## config.mk

```make
export PLATFORM = sky130hd
export DESIGN_NAME = psrc_ctrl
export DESIGN_NICKNAME = d
export VERILOG_FILES = /design/src/psrc_pkg.sv /design/src/psrc_strobe_if.sv /design/src/psrc_ctrl.sv /design/src/psrc_strobe_gen.sv
export SDC_FILE = /design/constraint.sdc
export NUM_CORES = 1
export LEC_CHECK = 0
export ABC_CLOCK_PERIOD_IN_PS = 4800
export BUFFER_PORTS_ARGS = -buffer_cell sky130_fd_sc_hd__buf_2
export CORE_AREA = 4 4 91 93
export CTS_CLUSTER_SIZE = 16
export DETAILED_ROUTE_END_ITERATION = 7
export DIE_AREA = 0 0 95 97
export HOLD_SLACK_MARGIN = 0.08
export PLACE_DENSITY_LB_ADDON = 0.12
export SLEW_MARGIN = 20
export SYNTH_ARGS = -nofsm -noshare
export SYNTH_HDL_FRONTEND = slang
export SYNTH_SLANG_ARGS = --single-unit
```

## constraint.sdc

```tcl
create_clock -name sys_clk -period 4.8 [get_ports sys_clk]
set_input_delay 0.24 -clock sys_clk [delete_from_list [all_inputs] [get_ports sys_clk]]
set_output_delay 0.24 -clock sys_clk [all_outputs]
set_load 0.01 [all_outputs]
```

## src/psrc_pkg.sv

```systemverilog
package psrc_pkg;
   // Clock rate in kHz, period 10 ns
   localparam int CLK_KHZ = 100000;
   // Slow-cycle limits in microseconds per temperature band
   localparam int PERIOD_50C_US = 20;
   localparam int PERIOD_60C_US = 10;
   localparam int PERIOD_70C_US = 5;
   // Longest times round down to whole cycles
   localparam int PERIOD_50C_CYC = PERIOD_50C_US * (CLK_KHZ / 1000);
   localparam int PERIOD_60C_CYC = PERIOD_60C_US * (CLK_KHZ / 1000);
   localparam int PERIOD_70C_CYC = PERIOD_70C_US * (CLK_KHZ / 1000);
   // Normal-mode refresh budget: 512 refreshes every 32 ms
   localparam int NORM_WINDOW_MS = 32;
   localparam int NORM_REFRESHES = 512;
   localparam int NORM_INTERVAL_CYC = (NORM_WINDOW_MS * CLK_KHZ) / NORM_REFRESHES;
   // Strobe low time in cycles
   localparam int STROBE_LOW_CYC = 60;
   // Generator busy time: low phase plus an equal recovery
   localparam int STROBE_BUSY_CYC = 2 * STROBE_LOW_CYC;
   // Extra launch slack for the request and load edges
   localparam int STROBE_MARGIN_CYC = 2;
   localparam int STROBE_CNT_W = 16;
   // Temperature band codes
   localparam logic [1:0] TBAND_50C = 2'h0;
   localparam logic [1:0] TBAND_60C = 2'h1;
   localparam logic [1:0] TBAND_70C = 2'h2;
endpackage : psrc_pkg

```

## src/psrc_strobe_if.sv

```systemverilog
// Request to and answer from the strobe pulse generator
interface psrc_strobe_if;
   logic fire;
   logic busy;
   modport ctrl (output fire, input busy);
   modport gen (input fire, output busy);
endinterface : psrc_strobe_if

```

## src/psrc_ctrl.sv

```systemverilog
module psrc_ctrl
   import psrc_pkg::*;
(
   // Clock and reset
   input wire logic sys_clk,
   input wire logic sys_rst,
   // User control
   input wire logic [1:0] temp_band,
   input wire logic [1:0] bank_sel,
   input wire logic sleep_req,
   // Status
   output logic [1:0] active_bank,
   output logic in_self_refresh,
   output logic cbr_tick,
   // Device pins, one request line per bank
   output logic [3:0] self_refresh_request_n,
   output logic row_strobe_n
);
   typedef enum logic [2:0] {
      PSRC_NORMAL = 3'h1,
      PSRC_SELF = 3'h2,
      PSRC_SWITCH = 3'h4
   } psrc_state_e;

   psrc_state_e state_ff;
   logic [STROBE_CNT_W-1:0] gap_ff;
   logic [31:0] cbr_ff;
   logic [1:0] active_bank_ff;
   logic cbr_tick_ff;
   logic strobe_due;
   logic pace_due;
   logic awake;
   logic fire_req;
   psrc_strobe_if stb ();

   // Slow-cycle limit for a band; hotter bands need faster strobes
   function automatic logic [STROBE_CNT_W-1:0] slow_limit(input logic [1:0] band);
      case (band)
         TBAND_50C: slow_limit = STROBE_CNT_W'(PERIOD_50C_CYC);
         TBAND_60C: slow_limit = STROBE_CNT_W'(PERIOD_60C_CYC);
         default: slow_limit = STROBE_CNT_W'(PERIOD_70C_CYC);
      endcase
   endfunction : slow_limit

   // Launch point: one full pulse must still fit before the limit runs out
   // One extra bit keeps the sum from wrapping near saturation
   function automatic logic gap_near_limit(input logic [STROBE_CNT_W-1:0] gap, input logic [1:0] band);
      gap_near_limit = ({1'b0, gap} + {1'b0, STROBE_CNT_W'(STROBE_BUSY_CYC + STROBE_MARGIN_CYC)})
         >= {1'b0, slow_limit(band)};
   endfunction : gap_near_limit

   // Pacing counter has reached the normal-mode refresh interval
   function automatic logic interval_done(input logic [31:0] count);
      interval_done = (count >= 32'(NORM_INTERVAL_CYC - 1));
   endfunction : interval_done

   // Request lines with at most one awake bank; the rest stay asleep
   function automatic logic [3:0] bank_lines(input logic [1:0] bank, input logic wake);
      bank_lines = 4'h0;
      if (wake) begin
         bank_lines[bank] = 1'b1;
      end
   endfunction : bank_lines

   psrc_strobe_gen u_gen (
      .sys_clk(sys_clk),
      .sys_rst(sys_rst),
      .req(stb.gen),
      .row_strobe_n(row_strobe_n)
   );

   // Mode sequencing; a bank change passes through self-refresh for all
   always_ff @(posedge sys_clk or posedge sys_rst) begin
      if (sys_rst) begin
         state_ff <= PSRC_SELF;
      end else begin
         case (state_ff)
            PSRC_NORMAL: begin
               if (sleep_req) begin
                  state_ff <= PSRC_SELF;
               end else if (bank_sel != active_bank_ff) begin
                  state_ff <= PSRC_SWITCH;
               end
            end
            PSRC_SELF: begin
               if (!sleep_req) begin
                  state_ff <= PSRC_NORMAL;
               end
            end
            // A sleep request during the one-cycle switch still wins
            PSRC_SWITCH: begin
               if (sleep_req) begin
                  state_ff <= PSRC_SELF;
               end else begin
                  state_ff <= PSRC_NORMAL;
               end
            end
            default: begin
               state_ff <= PSRC_SELF;
            end
         endcase
      end
   end

   // Active bank follows the selection only on the way into normal mode
   // Holding it while awake means a bank never changes without a sleep step
   always_ff @(posedge sys_clk or posedge sys_rst) begin
      if (sys_rst) begin
         active_bank_ff <= 2'h0;
      end else if (!sleep_req && state_ff != PSRC_NORMAL) begin
         active_bank_ff <= bank_sel;
      end
   end

   // Normal mode decode, shared by the pins and the pacing logic
   assign awake = (state_ff == PSRC_NORMAL);

   always_comb begin
      self_refresh_request_n = bank_lines(active_bank_ff, awake);
   end

   // strobe gap bound; also spans mode changes
   always_ff @(posedge sys_clk or posedge sys_rst) begin
      if (sys_rst) begin
         gap_ff <= '0;
      end else if (stb.fire) begin
         gap_ff <= '0;
      end else if (gap_ff != '1) begin
         gap_ff <= gap_ff + 1'b1;
      end
   end

   // Strobe whenever the slow limit nears; margin covers the pulse length
   assign strobe_due = gap_near_limit(gap_ff, temp_band);
   // Pacing is only owed while a bank is awake
   assign pace_due = awake && interval_done(cbr_ff);

   // normal refresh pacing, 512 per 32 ms
   // Counter saturates, so a due pacing strobe waits out a busy generator
   always_ff @(posedge sys_clk or posedge sys_rst) begin
      if (sys_rst) begin
         cbr_ff <= '0;
      end else if (pace_due && !stb.busy) begin
         cbr_ff <= '0;
      end else if (!interval_done(cbr_ff)) begin
         cbr_ff <= cbr_ff + 1'b1;
      end
   end

   // tick marks the launch edge of a pacing strobe
   always_ff @(posedge sys_clk or posedge sys_rst) begin
      if (sys_rst) begin
         cbr_tick_ff <= 1'b0;
      end else begin
         cbr_tick_ff <= pace_due && !stb.busy;
      end
   end

   // Launch: the slow limit and pacing share one generator
   // A request while busy is simply held; the generator is never queued
   always_comb begin
      fire_req = 1'b0;
      if (!stb.busy) begin
         if (strobe_due) begin
            fire_req = 1'b1;
         end else if (pace_due) begin
            fire_req = 1'b1;
         end
      end
   end

   assign stb.fire = fire_req;

   // Status outputs
   assign active_bank = active_bank_ff;
   assign in_self_refresh = !awake;
   assign cbr_tick = cbr_tick_ff;
endmodule : psrc_ctrl

```

## src/psrc_strobe_gen.sv

```systemverilog
// Makes one row strobe low pulse per request
module psrc_strobe_gen
   import psrc_pkg::*;
(
   // Clock and reset
   input wire logic sys_clk,
   input wire logic sys_rst,
   // Request side
   psrc_strobe_if.gen req,
   // Strobe pin
   output logic row_strobe_n
);
   logic [STROBE_CNT_W-1:0] cnt_ff;
   logic low_ff;

   // Pulse timer; busy covers low phase and recovery
   always_ff @(posedge sys_clk or posedge sys_rst) begin
      if (sys_rst) begin
         cnt_ff <= '0;
         low_ff <= 1'b0;
      end else if (cnt_ff != '0) begin
         cnt_ff <= cnt_ff - 1'b1;
         // Load edge is itself a low cycle, so end one count early
         if (cnt_ff == STROBE_CNT_W'(STROBE_LOW_CYC + 1)) begin
            low_ff <= 1'b0;
         end
      end else if (req.fire) begin
         cnt_ff <= STROBE_CNT_W'(STROBE_BUSY_CYC);
         low_ff <= 1'b1;
      end
   end

   assign req.busy = (cnt_ff != '0);
   assign row_strobe_n = ~low_ff;
endmodule : psrc_strobe_gen

```

# After elaboration in Yosys (flattened, before gate mapping)
# Cells that the tools add are included.
[totals] regBits=71 latchBits=0 ramBits=0 romBits=0 inputBits=7 out_inout_bits=9 wordCells=62 n_memories=0
[op_classes] addsub=4 mul=0 div_mod_pow=0 order_cmp=4 eq_ne=12 shift=0 mux=21 bitwise=1 n_reduce_logical=13
[ops] cell="$mux 16" count=4
[ops] cell="$mux 32" count=2
[ops] cell="$add 32x1->32 const B" count=1
[ops] cell="$ge 32x13->1 const B" count=1
[ops] cell="$pmux 11 s2" count=1
[ops] cell="$add 16x7->17 const B" count=1
[ops] cell="$ge 17x16->1" count=1
[ops] cell="$add 16x1->16 const B" count=1
[ops] cell="$eq 16x6->1 const B" count=1
[ops] cell="$ne 16x16->1 const B" count=1
[ops] cell="$reduce_bool 16->1" count=1
[ops] cell="$sub 16x1->16 const B" count=1
[ops] cell="$mux 3" count=3
[ops] cell="$pmux 3 s3" count=1
[ops] cell="$mux 1" count=7
[ops] cell="$logic_and 1x1->1" count=4
[ops] cell="$mux 4" count=1
[ops] cell="$ne 2x1->1 const B" count=2
[ops] cell="$reduce_and 2->1" count=2
[ops] cell="$reduce_bool 2->1" count=2
[ops] cell="$eq 3x1->1 const B" count=1
[ops] cell="$eq 3x2->1 const B" count=1
[ops] cell="$eq 3x3->1 const B" count=1
[ops] cell="$logic_not 1->1" count=3
[ops] cell="other kinds (11)" count=11

# Longest topological paths before layout
# Gate-level depths: netlist of the first run.
[logic_depth] ltp_word=7 depth_mapped=12 mapped_depth_nobuf=10

# Cells and area by module
# From an unflattened synthesis of the first run, not the netlist that was laid out.
[unflattened] hier_cells=387 area_unflattened_um2=3960.0
[modules_own_cells] mod="psrc_ctrl" n_inst=1 cells_per_inst=301 area_per_inst_um2=3032.9 seq_area_each_um2=1352.5
[modules_own_cells] mod="psrc_strobe_gen" n_inst=1 cells_per_inst=86 area_per_inst_um2=927.1 seq_area_each_um2=425.4

# Worst setup path before layout of the first run
# Ideal clock, no wire load.
[synth_timing] path_kind="register to register" startpoint="reg gap_ff[1]" endpoint="reg gap_ff[0]" t_arrival_ns=2.439 slack_ns=2.242 path_stages_with_launch=13 n_path_buf=2 cell_sequence="dfrtp_1 > ha_1 > clkbuf_1 > nor3_1 > xor2_1 > ha_1 > nand4_1 > nor3_1 > mux2i_1 > a31o_2 > a41oi_4 > buf_6 > nor2_1"
[synth_between] elab_chain_len=5 elab_cells_between_ends=7 cone_classes="add/sub: 1; order compare: 1; eq/ne: 1; mux: 3; reduce/logical: 1"
[synth_lines] element="start: declaration" line="psrc_ctrl.sv:26" text="logic [STROBE_CNT_W-1:0] gap_ff;"
[synth_lines] element="start signal: assignment" line="psrc_ctrl.sv:129" text="gap_ff <= gap_ff + 1'b1;"
[synth_lines] element="$add 16x7->17" line="psrc_ctrl.sv:48" text="gap_near_limit = ({1'b0, gap} + {1'b0, STROBE_CNT_W'(STROBE_BUSY_CYC + STROBE_MARGIN_CYC)})"
[synth_lines] element="$ge 17x16->1" line="psrc_ctrl.sv:49" text=">= {1'b0, slow_limit(band)};"
[synth_lines] element="$mux 1" line="psrc_ctrl.sv:164" text="if (strobe_due) begin"
[synth_lines] element="$mux 1" line="psrc_ctrl.sv:163" text="if (!stb.busy) begin"
[synth_lines] element="$mux 16 / $reduce_bool 2->1 (equally long branches)"
# Parallel ways exist; a longest one is shown, timed or not.
# A chain may end at the register's enable or synchronous reset.

# Worst setup path in the final report of the first run
[layout_timing] startpoint="reg gap_ff[1]" endpoint="reg u_gen.low_ff"
[layout_between] elab_chain_len=6
[layout_lines] element="$add 16x7->17" line="psrc_ctrl.sv:48"
[layout_lines] element="$ge 17x16->1" line="psrc_ctrl.sv:49"
[layout_lines] element="$mux 1" line="psrc_ctrl.sv:164"
[layout_lines] element="$mux 1" line="psrc_ctrl.sv:163"
[layout_lines] element="$reduce_bool 2->1 (no source line)"
[layout_lines] element="$reduce_and 2->1 (no source line)"
[layout_lines] element="end signal: assignment" line="psrc_strobe_gen.sv:20" text="low_ff <= 1'b0;"
[layout_lines] element="end signal: assignment" line="psrc_strobe_gen.sv:25" text="low_ff <= 1'b0;"
[layout_lines] element="end signal: assignment" line="psrc_strobe_gen.sv:29" text="low_ff <= 1'b1;"
[layout_lines] element="end: declaration" line="psrc_strobe_gen.sv:14" text="logic low_ff;"
# Every way passes these cells.

==> results.json, run 1 <==
{
  "drt_first_pass_iters": 4,
  "slew_violations": 0,
  "whs_ps": 136,
  "reg2reg_from": "gap_ff[1]$_DFFE_PP0P_",
  "p_per_area_mw_per_mm2": 278,
  "finish.utilization_pct": 55.2,
  "cts.htree.levels": 3,
  "rsz0062_at_grt": "no",
  "worstPathRequired_ps": 5070,
  "max_slew_margin_pct": 27.6,
  "path_max_fanout": 19,
  "rows": 32,
  "avgRoutedWirePerCell_um": 13.6,
  "synthFlopType": "dfrtp_1",
  "post_cts_resized": 0,
  "dp_cells": 488,
  "synth.top_cells.by_area": "dfrtp_1 46%, ha_1 4.9%, xor2_1 4.1%",
  "ys_ff_latch": 71,
  "critPathLaunchType": "flip-flop",
  "area_growth_syn_to_layout_pct": 8.52,
  "antenna_found_initial": 0,
  "power_frac_seq_pct": 54.1,
  "ant_nets": 0,
  "ff_latch_area_mm2": 0.00178,
  "status": "finished, final reports clean",
  "fin_crit_ps": 2880,
  "grt_overflow_total": 0,
  "fin_cells": 505,
  "syn_nets": 405,
  "finalPower_w": 0.00116,
  "fin_skew_ps": 11.5,
  "clock-sinks": 71,
  "startpoint": "gap_ff[1]$_DFFE_PP0P_",
  "p_int_w": 0.000842,
  "cts_made_buffers": 9,
  "grt_pass1_vias": 2688,
  "worstSetupPathType": "flip-flop to flip-flop",
  "synth_cells": 383,
  "synth_edf_count": 0,
  "drive_gt1_share_pct": 14.1,
  "core_area_mm2": 0.00753,
  "max_freq_ghz": 0.347,
  "r2r_cells": 10,
  "drv_cap": 0,
  "fin_nets": 420,
  "io_pins": 16,
  "clock_path_buffers": 2,
  "ys_seq_area_share_pct": 46.4,
  "vias": 2744,
  "yosys.cell_types.count": 60,
  "start_util_pct": 50.9,
  "synth-warning-count": 0,
  "gp_congestion": 0.785,
  "clk_latency_ps": 350,
  "grt_max_degree": 72,
  "power.share.combinational_pct": 6.5,
  "power.share.clock_pct": 39.4,
  "grt_pass1_wl_um": 12200,
  "yosysTopAreaCellShare_pct": 45.7,
  "synth_area_per_cell_um2": 10.0,
  "swShare_pct": 27.1,
  "final-setup-viol-count": 0,
  "dp_hpwl_um": 4780,
  "regToRegSetupSlack_ps": 1920,
  "netlist_top_cells_count": "70 x dfrtp_1, 33 x nor2_1, 26 x nand2_1",
  "r2r_end": "u_gen.low_ff$_DFFE_PP0P_",
  "cts_tree": "yes",
  "setup_tns_ps": 0,
  "die_area_mm2": 0.00922,
  "worst_pin_slew_ps": 1080,
  "ir_worst_vdd_v": 0.000155,
  "hp-class": "input port to async pin",
  "grt_usage_pct": 16.3,
  "wl_um": 6880,
  "hold_viol": 0,
  "cp_data_arrival_time_ps": 3160,
  "fill_cells": 704,
  "die_y_um": 97,
  "endpoint_kind": "flip-flop",
  "crit_end": "u_gen.low_ff$_DFFE_PP0P_",
  "route.detailed.drc": 0,
  "async_reset_ff_share_pct": 100,
  "root_buffer": "clkbuf_8",
  "via_per_inst": 5.43,
  "io_buffers": 15,
  "cts.clk_slew.worst_paths_ps": 90,
  "synth_area_mm2": 0.00383,
  "p_leak_nw": 1.95,
  "dr.first_iter.drc_count": 82,
  "synth.most_common_cell": "dfrtp_1",
  "die_x_um": 95,
  "synth_area_leader_cell": "dfrtp_1",
  "p_sw_w": 0.000314,
  "antenna_cells": 0,
  "period_share_pct": 60.1,
  "multi_input_area_mm2": 0.00190
}
[worst min path at each step]
stage	depth (start not counted)	end	start
floorplan	1	state_ff[0]$_DFFE_PP0P_	sleep_req
global placement	2	state_ff[0]$_DFFE_PP0P_	sleep_req
detailed placement	2	state_ff[0]$_DFFE_PP0P_	sleep_req
CTS	2	active_bank[0]$_DFFE_PP0P_	bank_sel[0]
global route	2	active_bank[0]$_DFFE_PP0P_	bank_sel[0]
finish	3	cbr_ff[30]$_DFFE_PP0P_	sys_rst
[critical path, stage by stage, from the launching register on]
cell	delay [ps]
dfrtp_1	460
ha_1	310
nor3_1	200
xor2_1	100
ha_1	300
nand4_1	120
nor3_1	160
mux2i_1	100
a31o_2	280
a41oi_4	570
o21bai_1	200
[flip-flops by register name, indices dropped and copies added, names as in the netlist]
name and cells:
active_bank 2, cbr_ff 32, cbr_tick 1, gap_ff 16
state_ff 3, u_gen.cnt_ff 16, u_gen.low_ff 1
[power by group through the flow]
stage / Combinational (W) / Sequential, W / Clock [W]
after CTS: 0.0000784 / 0.000625 / 0.000472
after floorplan: 0.0000523 / 0.000636 / 0
after global routing: 0.0000863 / 0.000628 / 0.000490
after detailed placement: 0.0000777 / 0.000637 / 0
final: 0.0000756 / 0.000625 / 0.000455
after global placement: 0.0000735 / 0.000637 / 0
[stage by stage]
step | setup WS [ps] | instance area (µm²)
global route | 1600 | 4160
global placement | 2020 | 3960
CTS | 1900 | 4160
detailed placement | 1910 | 3960
floorplan | 2240 | 3830
finish | 1920 | 4160
[cell type report]
| type | count | share of cell area, % |
|---|---|---|
| clock buffers | 9 | 2.98 |
| clock inverters | 7 | 1.53 |
| inverters | 20 | 1.81 |
| multi-input cells | 279 | 45.6 |
| flip-flops and latches | 71 | 42.8 |
| well taps | 102 | 3.07 |
| repair buffers | 17 | 2.23 |
[layer usage]
layer / up-vias / track usage [%] / routed length [µm] / share of wire (%)
met3: 13 / 3.97 / 185 / 2.7
met4: 0 / 4.99 / 112 / 1.6
met1: 1321 / 22.9 / 3420 / 50
met2: 35 / 24.9 / 3160 / 46
met5: - / 0 / 0 / 0
li1: 1375 / - / - / -
[cell families after synthesis]
logic type / count (synthesis) / synth area share, %
compound gates: 48 / 9.01
xor+xnor: 31 / 7.09
fa+ha+maj: 15 / 4.90
buf+inv: 33 / 4.08
flops: 71 / 46.4
mux: 9 / 2.61
simple gates: 176 / 25.9
[what timing repair did]
action	4_1_cts	5_1_grt
endpoints found under the hold margin	1	0
hold buffers	1	0
buffers inserted	0	0
[placed cells by master, fill, tap and decap left out, types with 3 or more instances in the layout]
cell / instances
dfrtp_1: 70
nor2_1: 33
nand2_1: 26
nand3_1: 22
nor3_1: 21
and2_1: 21
inv_1: 18
xor2_1: 18
ha_1: 15
buf_2: 15
a21oi_1: 14
xnor2_1: 13
nor4_1: 10
clkbuf_8: 9
o21ai_0: 8
nand4_1: 7
nand2b_1: 7
o21ai_1: 5
or3_1: 4
mux2_2: 4
mux2i_1: 4
nor3b_1: 3
and3_1: 3
a211o_1: 3
(Power assumes the default switching activity.)
==> run 2, diff against run 1 <==
--- a/config.mk
+++ b/config.mk
@@ -5,12 +5,13 @@
 export SDC_FILE = /design/constraint.sdc
 export NUM_CORES = 1
 export LEC_CHECK = 0
-export ABC_CLOCK_PERIOD_IN_PS = 4800
+export ABC_AREA = 1
+export ABC_CLOCK_PERIOD_IN_PS = 2850
 export BUFFER_PORTS_ARGS = -buffer_cell sky130_fd_sc_hd__buf_2
-export CORE_AREA = 4 4 91 93
+export CORE_AREA = 4 4 93 95
 export CTS_CLUSTER_SIZE = 16
 export DETAILED_ROUTE_END_ITERATION = 7
-export DIE_AREA = 0 0 95 97
+export DIE_AREA = 0 0 97 99
 export HOLD_SLACK_MARGIN = 0.08
 export PLACE_DENSITY_LB_ADDON = 0.12
 export SLEW_MARGIN = 20
==> constraint.sdc (replaced) <==
create_clock -name sys_clk -period 2.85 [get_ports sys_clk]
set_input_delay 0.1425 -clock sys_clk [delete_from_list [all_inputs] [get_ports sys_clk]]
set_output_delay 0.1425 -clock sys_clk [all_outputs]
set_load 0.01 [all_outputs]
==> run 2 against run 1 <==
Effect of this change: cell count is 30% higher; clock skew fell by 2.3 ps; combinational power increased by 110%; clock power up 120%; hold slack improved by 340 ps; register-to-register slack worse by 1600 ps; highest routed layer unchanged.
==> results.json, run 2 <==
{
  "hold_viol": 0,
  "clock-sinks": 71,
  "io_buffers": 15,
  "max_slew_margin_pct": 46.5,
  "grt_usage_pct": 17.6,
  "cts_made_buffers": 9,
  "gp_congestion": 0.877,
  "setup_tns_ps": 0,
  "antenna_found_initial": 0,
  "path_common_cell": "nand2_1",
  "synth-warning-count": 0,
  "critPathLaunchType": "flip-flop",
  "final_common_cell": "nand2_1",
  "rows": 32,
  "power.share.clock_pct": 45.4,
  "grt_max_degree": 41,
  "path_depth": 16,
  "root_buffer": "clkbuf_8",
  "start_util_pct": 53.1,
  "fin_nets": 570,
  "r2r_cells": 16,
  "die_x_um": 97,
  "rsz0062_at_grt": "no",
  "async_reset_ff_share_pct": 100,
  "power.share.combinational_pct": 7.3,
  "dr.first_iter.drc_count": 166,
  "synth_area_mm2": 0.00410,
  "vias": 3284,
  "place_area_mm2": 0.00429,
  "cts.clk_slew.worst_paths_ps": 80,
  "final-setup-viol-count": 0,
  "swShare_pct": 24.2,
  "top_register": "cbr_ff",
  "drv_cap": 0,
  "slowest_stage": "dfrtp_1",
  "worstSetupPathType": "flip-flop to flip-flop",
  "slowest_delay_ps": 450,
  "die_area_mm2": 0.00960,
  "fin_crit_ps": 2550,
  "worst_pin_slew_ps": 801,
  "via_per_inst": 5.01,
  "drive_gt1_share_pct": 16.8,
  "hold_depth": 1,
  "grt_pass1_wl_um": 14100,
  "area_growth_syn_to_layout_pct": 13.5,
  "status": "finished, final reports clean",
  "yosys.cell_types.count": 38,
  "grt_pass1_vias": 3209,
  "p_int_w": 0.00169,
  "die_y_um": 99,
  "ys_seq_area_share_pct": 43.3,
  "worstPathRequired_ps": 3130,
  "slew_violations": 0,
  "synthFlopType": "dfrtp_1",
  "hp-class": "flip-flop to flip-flop",
  "period_share_pct": 89.5,
  "ant_nets": 0,
  "dp_hpwl_um": 5730,
  "layout_common_cells": "82 x nand2_1, 76 x nor2_1, 71 x inv_1",
  "cp_data_arrival_time_ps": 2840,
  "finalInstanceArea_mm2": 0.00466,
  "endpoint_kind": "flip-flop",
  "post_cts_resized": 0,
  "synth_area_leader_cell": "dfrtp_1",
  "p_sw_w": 0.000539,
  "synth.top_cells.by_area": "dfrtp_1 43%, nand2_1 7.5%, nor2_1 7.0%",
  "p_per_area_mw_per_mm2": 478,
  "antenna_cells": 0,
  "path_max_fanout": 13,
  "ir_worst_vdd_v": 0.000445,
  "io_pins": 16,
  "avgRoutedWirePerCell_um": 12.0,
  "top_regs": "cbr_ff x32, gap_ff x16, u_gen.cnt_ff x16",
  "route.detailed.drc": 0,
  "critPathTopFamily": "simple AND/OR/NAND/NOR gates",
  "syn_nets": 533,
  "netlist_top_cells_count": "82 x nand2_1, 76 x nor2_1, 72 x inv_1",
  "drt_first_pass_iters": 4,
  "clock_path_buffers": 2,
  "synth_cells": 511,
  "largest_reg_flops": 32,
  "critPathBufInv": 1,
  "grt_overflow_total": 0,
  "wl_um": 7870,
  "power_frac_seq_pct": 47.4,
  "core_area_mm2": 0.00773,
  "crit_chain": "nand2_1 -> nand2_2 -> nor2_1 -> nor2_2 -> nand2_1 -> nor2_1 -> xor2_1 -> ha_1 -> a21oi_1 -> nand2_1 -> nor2_2 -> nand2_2 -> nor2_4 -> nand3_4 -> buf_4 -> a21oi_2",
  "cts_tree": "yes",
  "fin_skew_ps": 9.14,
  "synth_edf_count": 0,
  "cts.htree.levels": 3,
  "ys_ff_latch": 71,
  "synth_area_per_cell_um2": 8.03,
  "yosysTopAreaCellShare_pct": 42.7,
  "max_freq_ghz": 0.392,
  "p_leak_nw": 2.30,
  "synth.most_common_cell": "nand2_1",
  "clk_latency_ps": 350
}
-- run 2: stage by stage --
step	utilization (%)	hold WS, ps	total power (W)	worst slack [ps]	instances
floorplan	-	229	0.00118	627	511
global placement	55.6	340	0.00122	380	625
detailed placement	55.6	352	0.00123	312	625
CTS	59.3	481	0.00225	270	645
global route	60.3	497	0.00233	63.3	655
finish	60.3	475	0.00223	299	655
-- run 2: layout make-up --
cell class | instances | area (µm²)
flip-flops and latches | 71 | 1780
clock inverters | 7 | 128
inverters | 81 | 304
repair buffers | 36 | 243
fillers | 677 | 3070
multi-input cells | 349 | 1960
clock buffers | 9 | 124
well taps | 102 | 128
-- run 2: path summary, 6_finish.rpt --
check,start,to,slack (ps)
setup / recovery,gap_ff[1]$_DFFE_PP0P_,gap_ff[1]$_DFFE_PP0P_,300
hold / removal,u_gen.cnt_ff[15]$_DFFE_PP0P_,u_gen.cnt_ff[15]$_DFFE_PP0P_,480
setup reg to reg,gap_ff[1]$_DFFE_PP0P_,gap_ff[1]$_DFFE_PP0P_,300
hold reg to reg,u_gen.cnt_ff[15]$_DFFE_PP0P_,u_gen.cnt_ff[15]$_DFFE_PP0P_,480
max in group asynchronous,sys_rst,gap_ff[12]$_DFFE_PP0P_,1570
min in group asynchronous,sys_rst,cbr_ff[5]$_DFFE_PP0P_,500
-- run 2: power groups by stage --
stage	logic, W	clock network (W)	registers [W]
3_5_place_dp	0.000159	0	0.00107
4_1_cts	0.000165	0.00103	0.00105
5_1_grt	0.000189	0.00108	0.00106
3_3_place_gp	0.000152	0	0.00107
6_report	0.000162	0.00101	0.00105
2_1_floorplan	0.000105	0	0.00108
-- run 2: per-layer routing --
layer | up-vias | global-route usage (%) | part of all wire (%)
li1 | 1699 | - | -
met1 | 1536 | 22.8 | 49
met2 | 41 | 29.9 | 48
met3 | 8 | 3.33 | 2.8
met4 | 0 | 5.83 | 1.0
met5 | - | 0 | 0
-- run 2: logic make-up (layout without fill, tap and decap cells) --
| family | count (synthesis) | in the layout | synth area share, % |
|---|---|---|---|
| xor+xnor | 30 | 30 | 6.40 |
| simple gates | 253 | 253 | 29.0 |
| buf+inv | 91 | 133 | 9.02 |
| fa+ha+maj | 15 | 15 | 4.57 |
| flops | 71 | 71 | 43.3 |
| compound gates | 51 | 51 | 7.65 |
-- run 2: repair_timing --
action | 4_1_cts | 5_1_grt
buffers inserted | 0 | 10
hold buffers | 4 | 0
endpoints found under the setup margin | 0 | 2
hold endpoints to repair | 41 | 0
